==> src/asr_pkg.sv <==
package asr_pkg;

    // =========================================================================
    // Timing
    // =========================================================================

    // Master clock rate in kHz.
    localparam int unsigned CLK_KHZ = 250000;
    // Settling takes this many output-rate periods after a restart.
    localparam int unsigned SETTLE_PERIODS = 3;
    // Data-ready high pulse around an update, in master clock periods.
    localparam int unsigned UPD_PULSE_CLKS = 500;
    // Default output-rate period in master clock cycles.
    localparam int unsigned RATE_CLKS_DEF = 5000;
    // Counter widths.
    localparam int unsigned RATE_W = 24;
    localparam int unsigned PULSE_W = 10;
    localparam int unsigned SETTLE_W = 2;

    // Reset values of the control bits.
    localparam logic SYNC_RST = 1'b0;
    localparam logic STANDBY_BIT_RST = 1'b0;
    // Data-ready level while idle or in reset.
    localparam logic DATA_READY_N_IDLE = 1'b1;

    // =========================================================================
    // Filter sequencer states
    // =========================================================================
    typedef enum logic [1:0] {
        ASR_HELD = 2'b00,
        ASR_SETTLE = 2'b01,
        ASR_RUN = 2'b10
    } asr_state_t;

    // Data-ready state.
    typedef enum logic [1:0] {
        ASR_DR_HIGH = 2'b00,
        ASR_DR_LOW = 2'b01,
        ASR_DR_PULSE = 2'b10
    } asr_dr_t;

endpackage : asr_pkg

==> src/asr_tick_if.sv <==
`timescale 1ns/1ns
// Output-rate tick and its control between the divider and the sequencer.
interface asr_tick_if;
    logic run;
    logic tick;
    modport src (input run, output tick);
    modport dst (output run, input tick);
endinterface : asr_tick_if

==> src/asr_ctrl.sv <==
`timescale 1ns/1ns
module asr_ctrl
    import asr_pkg::*;
#(
    parameter int unsigned RATE_W_P = RATE_W,
    parameter int unsigned PULSE_CLKS_P = UPD_PULSE_CLKS
) (
    // Clock and reset.
    input wire logic i_clk,
    input wire logic i_rst_n,
    // Master clock passthrough.
    input wire logic i_mclk,
    output logic o_mclk,
    // Control writes from the serial front end.
    input wire logic i_ctl_we,
    input wire logic i_sync_wdata,
    input wire logic i_standby_bit_wdata,
    input wire logic [RATE_W_P-1:0] i_rate_clks,
    input wire logic i_rate_we,
    // Completion of a data register read.
    input wire logic i_data_read_done,
    // Converter side.
    output logic o_filter_reset,
    output logic o_powered_down,
    output logic o_load_word,
    // Status.
    output logic o_data_ready_n,
    output logic o_status_msb,
    output logic o_filter_sync_bit,
    output logic o_standby_bit
);

    // =========================================================================
    // Checks
    // =========================================================================
    // The pulse counter and the settle counter are sized by the package.
    // Refuse settings that would wrap them, since a wrapped counter would
    // silently shorten the high pulse or skip a settling period.
    initial begin
        if (PULSE_CLKS_P < 2 || PULSE_CLKS_P >= (1 << PULSE_W))
            $error("asr_ctrl: PULSE_CLKS_P out of range");
        if (RATE_W_P < 2)
            $error("asr_ctrl: RATE_W_P too small");
        if (SETTLE_PERIODS < 1 || SETTLE_PERIODS > (1 << SETTLE_W))
            $error("asr_ctrl: settle count does not fit");
    end

    // =========================================================================
    // Divider
    // =========================================================================
    // The divider turns the master clock into one tick per output period.
    // It only runs while the sequencer asks for it, so every restart of
    // conversion counts its settling periods from a clean zero.
    // A new period takes effect at once, compared against the count already running.
    asr_tick_if tk ();
    logic [RATE_W_P-1:0] rate_q, rate_d;

    asr_rate_div #(
        .RATE_W_P(RATE_W_P)
    ) u_div (
        .i_clk(i_clk),
        .i_rst_n(i_rst_n),
        .i_period(rate_q),
        .tk(tk)
    );

    // =========================================================================
    // Control bits
    // =========================================================================
    // The front end decodes the serial frames; this block only sees the
    // resulting write strobes. The period register is kept separately so a
    // control write never disturbs the configured rate.
    logic sync_q, sync_d;
    logic standby_bit_q, standby_bit_d;

    // Writes only take effect out of reset, so accesses in reset are lost.
    always_comb begin
        sync_d = sync_q;
        standby_bit_d = standby_bit_q;
        rate_d = rate_q;
        if (i_ctl_we) begin
            sync_d = i_sync_wdata;
            standby_bit_d = i_standby_bit_wdata;
        end
        if (i_rate_we) begin
            rate_d = i_rate_clks;
        end
    end

    always_ff @(posedge i_clk or negedge i_rst_n) begin
        if (!i_rst_n) begin
            sync_q <= SYNC_RST;
            standby_bit_q <= STANDBY_BIT_RST;
            rate_q <= RATE_W_P'(RATE_CLKS_DEF);
        end else begin
            sync_q <= sync_d;
            standby_bit_q <= standby_bit_d;
            rate_q <= rate_d;
        end
    end

    // =========================================================================
    // Filter sequencer
    // =========================================================================
    // Held: divider stopped; the filter is in reset only while sync is set, not in standby.
    // Settle: divider running, words withheld for the settling periods.
    // Run: one word per output period.
    // The halt decision uses the next bit values so the filter stops on the
    // same edge at which the bit is seen set, never one word late.
    asr_state_t st_q, st_d;
    logic [SETTLE_W-1:0] set_q, set_d;
    logic load_q, load_d;
    logic run_q, run_d;
    logic settled_q, settled_d;
    logic halt;

    // Sync or standby both halt conversion; standby keeps the data word.
    assign halt = sync_d | standby_bit_d;

    always_comb begin
        st_d = st_q;
        set_d = set_q;
        load_d = 1'b0;
        run_d = 1'b0;
        settled_d = settled_q;
        case (st_q)
            ASR_HELD: begin
                set_d = '0;
                if (!halt) begin
                    st_d = ASR_SETTLE;
                    run_d = 1'b1;
                end
            end
            ASR_SETTLE: begin
                run_d = 1'b1;
                if (tk.tick) begin
                    if (set_q == SETTLE_W'(SETTLE_PERIODS - 1)) begin
                        st_d = ASR_RUN;
                        load_d = 1'b1;
                        settled_d = 1'b1;
                    end else begin
                        set_d = set_q + 1'b1;
                    end
                end
            end
            ASR_RUN: begin
                run_d = 1'b1;
                load_d = tk.tick;
            end
            default: begin
                st_d = ASR_HELD;
            end
        endcase
        if (halt) begin
            st_d = ASR_HELD;
            run_d = 1'b0;
            load_d = 1'b0;
            settled_d = 1'b0;
        end
    end

    always_ff @(posedge i_clk or negedge i_rst_n) begin
        if (!i_rst_n) begin
            // Reset releases straight into settling with defaults.
            st_q <= ASR_SETTLE;
            set_q <= '0;
            load_q <= 1'b0;
            run_q <= 1'b1;
            settled_q <= 1'b0;
        end else begin
            st_q <= st_d;
            set_q <= set_d;
            load_q <= load_d;
            run_q <= run_d;
            settled_q <= settled_d;
        end
    end

    assign tk.run = run_q;

    // =========================================================================
    // Data-ready
    // =========================================================================
    // High: no unread word. Low: an unread word is held.
    // Pulse: a word was replaced while unread; the line stands high for the
    // pulse length so the host does not read during the update.
    // Halting does not touch a low line, since the held word stays valid.
    // A pulse that ends after a halt returns high, because the next word
    // must wait for the full settling time.
    asr_dr_t dr_q, dr_d;
    logic [PULSE_W-1:0] pul_q, pul_d;
    logic data_ready_n_q, data_ready_n_d;

    // A load while low gives the high pulse; a read raises the line. The
    // update beats a read in the same cycle so a new word is never hidden.
    always_comb begin
        dr_d = dr_q;
        pul_d = pul_q;
        case (dr_q)
            ASR_DR_HIGH: begin
                if (load_d) begin
                    dr_d = ASR_DR_LOW;
                end
            end
            ASR_DR_LOW: begin
                if (load_d) begin
                    dr_d = ASR_DR_PULSE;
                    pul_d = PULSE_W'(PULSE_CLKS_P - 1);
                end else if (i_data_read_done) begin
                    dr_d = ASR_DR_HIGH;
                end
            end
            ASR_DR_PULSE: begin
                if (pul_q != '0) begin
                    pul_d = pul_q - 1'b1;
                end else if (settled_q) begin
                    dr_d = ASR_DR_LOW;
                end else begin
                    // A halt during the pulse keeps the line high.
                    dr_d = ASR_DR_HIGH;
                end
            end
            default: begin
                dr_d = ASR_DR_HIGH;
            end
        endcase
        data_ready_n_d = (dr_d != ASR_DR_LOW);
    end

    always_ff @(posedge i_clk or negedge i_rst_n) begin
        if (!i_rst_n) begin
            dr_q <= ASR_DR_HIGH;
            pul_q <= '0;
            data_ready_n_q <= DATA_READY_N_IDLE;
        end else begin
            dr_q <= dr_d;
            pul_q <= pul_d;
            data_ready_n_q <= data_ready_n_d;
        end
    end

    // =========================================================================
    // Master clock and outputs
    // =========================================================================
    // Every output is a plain copy of a register, so nothing combinational
    // reaches the pins. The clock copy costs one cycle of delay.
    logic mclk_q;

    // The clock copy ignores reset and standby so it never stops.
    always_ff @(posedge i_clk) begin
        mclk_q <= i_mclk;
    end

    assign o_mclk = mclk_q;
    assign o_filter_reset = sync_q;
    assign o_powered_down = standby_bit_q;
    assign o_load_word = load_q;
    assign o_data_ready_n = data_ready_n_q;
    assign o_status_msb = data_ready_n_q;
    assign o_filter_sync_bit = sync_q;
    assign o_standby_bit = standby_bit_q;

endmodule : asr_ctrl

==> src/asr_rate_div.sv <==
`timescale 1ns/1ns
module asr_rate_div
    import asr_pkg::*;
#(
    parameter int unsigned RATE_W_P = RATE_W
) (
    // Clock and reset.
    input wire logic i_clk,
    input wire logic i_rst_n,
    // Output-rate period in master clocks.
    input wire logic [RATE_W_P-1:0] i_period,
    // Tick link.
    asr_tick_if.src tk
);

    // =========================================================================
    // Output-rate divider
    // =========================================================================
    logic [RATE_W_P-1:0] cnt_q, cnt_d;
    logic tick_q, tick_d;

    initial begin
        if (RATE_W_P < 2) $error("asr_rate_div: RATE_W_P too small");
    end

    // Counting restarts from zero whenever run drops, so a restart is aligned.
    always_comb begin
        cnt_d = '0;
        tick_d = 1'b0;
        if (tk.run) begin
            if (cnt_q + 1'b1 >= i_period) begin
                tick_d = 1'b1;
            end else begin
                cnt_d = cnt_q + 1'b1;
            end
        end
    end

    always_ff @(posedge i_clk or negedge i_rst_n) begin
        if (!i_rst_n) begin
            cnt_q <= '0;
            tick_q <= 1'b0;
        end else begin
            cnt_q <= cnt_d;
            tick_q <= tick_d;
        end
    end

    assign tk.tick = tick_q;

endmodule : asr_rate_div

==> config.mk <==
export PLATFORM = sky130hd
export DESIGN_NAME = asr_ctrl
export DESIGN_NICKNAME = d
export VERILOG_FILES = /design/src/asr_pkg.sv /design/src/asr_tick_if.sv /design/src/asr_ctrl.sv /design/src/asr_rate_div.sv
export SDC_FILE = /design/constraint.sdc
export NUM_CORES = 1
export LEC_CHECK = 0
export ABC_AREA = 1
export BUFFER_PORTS_ARGS = -buffer_cell sky130_fd_sc_hd__buf_2
export CORE_MARGIN = 2
export CORE_UTILIZATION = 41
export DETAILED_ROUTE_END_ITERATION = 6
export PLACE_DENSITY = 0.62
export SYNTH_ARGS = -nofsm -noshare
export SYNTH_HDL_FRONTEND = slang
export SYNTH_SLANG_ARGS = --single-unit
==> constraint.sdc <==
create_clock -name i_clk -period 3.42 [get_ports i_clk]
set_input_delay 0.684 -clock i_clk [delete_from_list [all_inputs] [get_ports i_clk]]
set_output_delay 0.684 -clock i_clk [all_outputs]
set_load 0.02 [all_outputs]
==> flow_summary.json <==
{
  "status": "finished clean",
  "postCtsHoldBufs": 0,
  "place_ws_ns": 0.7259,
  "intPower_uw": 1239,
  "crit_required_ns": 3.71,
  "clock_skew_ns": 0.009897,
  "grt_usage": 0.1647,
  "ys_warn_count": 0,
  "rsz0062_at_grt": "false",
  "grt_overflow": 0,
  "first_global_vias": 3368,
  "initial_core_util": 0.4201,
  "cts_sinks": 72,
  "cts_tree": "done",
  "hold_viol_final": 0,
  "worst_pin_slew_ns": 0.6965,
  "grt_max_degree": 48,
  "wirelength_mm": 8.322,
  "portBuffers": 39,
  "worstSkewPairLatency_ns": 0.36,
  "hold_class": "in2async",
  "max-slew-margin-rel": 0.5357,
  "die_w_um": 106.4,
  "final_cell_area_um2": 4801,
  "syn2layout_area_growth_pct": 11.70,
  "finalSetupViolations": 0,
  "wl_met1_mm": 4.000,
  "num_vias": 3365,
  "place_area_um2": 4618,
  "cts.path.max_buffers": 2,
  "switching_share": 0.2803,
  "synth_nets": 609,
  "first_pass_iters": 4,
  "critPathKind": "reg2reg",
  "syn_area_um2": 4298,
  "syn_area_per_cell_um2": 7.886,
  "drt_iter0_drc": 138,
  "wl_met2_mm": 3.917,
  "fin_nets": 649,
  "maxSlewViolCount": 0,
  "top_layer_used": "met4",
  "max-vdd-ir-drop_v": 0.0001459,
  "cp-start-kind": "flip-flop",
  "route.detailed.drc": 0,
  "fp.dieH_um": 106.4,
  "clkPwrFrac": 0.367,
  "end_kind": "flip-flop",
  "post-route-period-util": 0.7948,
  "io_pins": 40,
  "maxCapViolCount": 0,
  "max_clock_freq_mhz": 367.9,
  "period_needed_ns": 2.718,
  "met3_wirelength_um": 284,
  "rows": 37,
  "die_area_um2": 11320,
  "grt_pass1_wl_mm": 14.90,
  "vias_per_cell": 4.635,
  "fin_ws_ns": 0.7019,
  "htree_levels": 3,
  "syn_inst": 545,
  "dpl.hpwl_mm": 6.192,
  "cts_root_buf": "clkbuf_8",
  "ant_nets": 0,
  "ctsResizeCount": 0,
  "cp.arrival_ns": 3.01,
  "p_sw_uw": 482.4,
  "cts_buffers": 9,
  "comb_power_share": 0.101,
  "p_seq_frac": 0.532,
  "postCtsSetupBuffers": 0,
  "r2r_cells": 17,
  "wl_per_cell_um": 11.46,
  "fillCellCount": 1005,
  "core_region_area_um2": 10230,
  "cts.clk_slew.worst_paths_ns": 0.09,
  "place.gp.congestion": 0.8431,
  "final_common_cell": "nand2_1",
  "tns_ns": 0,
  "seq_area_frac_synth": 0.4204,
  "antenna_cells": 0,
  "synth_cell_types": 40,
  "p_per_area_nw_per_um2": 358.5,
  "synth_seq_cells": 72,
  "drive_gt1_frac": 0.1678,
  "r2r-end": "u_div.tk.tick",
  "final_cell_mix": "nand2_1, inv_1, nor2_1",
  "reg2reg_from": "u_div.cnt_q[0]",
  "power_leakage_uw": 0.002416,
  "antenna_found_initial": 0,
  "cp_max_fo": 15,
  "ff2ff_setup_slack_ns": 0.70
}
per-layer routing:
| layer | vias up | track usage |
|---|---|---|
| met3 | 10 | 0.03433 |
| met1 | 1533 | 0.2046 |
| met4 | 0 | 0.05733 |
| met5 | - | 0 |
| met2 | 44 | 0.2830 |
| li1 | 1778 | - |
flip-flops by register name, summed over array words and instances (netlist names), 2 cells and up:
register and cells:
set_q 2, st_q 2, pul_q 10, u_div.cnt_q 24, rate_q 24, dr_q 2
through the flow:
step | utilization | hold slack (ns) | std cells | total power, µW
after floorplan | - | 0.3884 | 545 | 1039
after global placement | 0.4514 | 0.4579 | 710 | 1102
after detailed placement | 0.4514 | 0.4641 | 710 | 1109
after CTS | 0.4692 | 0.3787 | 726 | 1751
after global routing | 0.4692 | 0.3930 | 726 | 1817
final | 0.4692 | 0.3648 | 726 | 1721
area by class of cell:
class	count	area (µm²)	share of cell area
clock buffer	10	137.6	0.02867
clock inverter	6	45.04	0.009382
inverter	77	289.0	0.06020
multi-input combinational	382	2127	0.4431
sequential	72	1807	0.3763
tap	136	170.2	0.03544
timing repair buffer	43	225.2	0.04691
cells in the mapped netlist, drive strengths merged:
master / instances / share of area
dfxtp: 1 / 0.0047
o21a: 2 / 0.0035
nand3: 36 / 0.048
ha: 32 / 0.093
nand2: 147 / 0.13
xor2: 11 / 0.024
nor3b: 1 / 0.0029
a31oi: 1 / 0.0015
o21bai: 1 / 0.0017
a21o: 1 / 0.0017
nor3: 3 / 0.0061
nor2: 76 / 0.079
a21oi: 10 / 0.012
clkbuf: 7 / 0.0061
o21ai: 36 / 0.045
buf: 7 / 0.011
xnor2: 3 / 0.0079
or2: 2 / 0.0029
and2: 9 / 0.013
mux2: 1 / 0.0026
nand3b: 3 / 0.0052
dfstp: 8 / 0.049
nand4: 5 / 0.0073
a211oi: 2 / 0.0035
inv: 77 / 0.067
dfrtp: 63 / 0.37
worst max path at each step:
stage	start	endpoint	slack, ns	cells past startpoint
finish	u_div.cnt_q[0]	u_div.tk.tick	0.70	17
detailed placement	u_div.cnt_q[0]	u_div.tk.tick	0.73	17
global route	u_div.cnt_q[0]	u_div.tk.tick	0.40	18
floorplan	u_div.cnt_q[0]	u_div.cnt_q[10]	0.89	16
CTS	u_div.cnt_q[0]	u_div.tk.tick	0.69	17
global placement	u_div.cnt_q[0]	u_div.tk.tick	0.80	17
power by group through the flow:
stage | registers [µW] | clock network, µW | logic (µW)
3_5_place_dp | 933 | 0 | 177
6_report | 916 | 631 | 174
4_1_cts | 917 | 656 | 178
2_1_floorplan | 923 | 0 | 116
3_3_place_gp | 932 | 0 | 170
5_1_grt | 921 | 691 | 205
cell families (layout without fill, tap and decap cells):
| family | Yosys count | after routing | synth area share |
|---|---|---|---|
| buf+inv | 91 | 136 | 0.08471 |
| compound gates | 53 | 53 | 0.06899 |
| xor+xnor | 14 | 14 | 0.03203 |
| simple gates | 282 | 282 | 0.2981 |
| flops | 72 | 72 | 0.4204 |
| fa+ha+maj | 32 | 32 | 0.09316 |
| mux | 1 | 1 | 0.002620 |
worst max-delay path, cell delays in order, from the launching register on:
cell and delay [ns]:
dfrtp_1 0.42, ha_1 0.24, nand2_2 0.11, nor2_4 0.06, nand3_1 0.17, nor2_1 0.07, or2_2 0.28, and2_1 0.15
ha_1 0.28, nand2_1 0.05, nor2_1 0.09, nand4_1 0.12, nor2_1 0.12, nand2_1 0.06, nand3_1 0.08, buf_4 0.22
nand2_1 0.07, inv_1 0.07
Note: power is estimated with default switching activity, not from simulation.
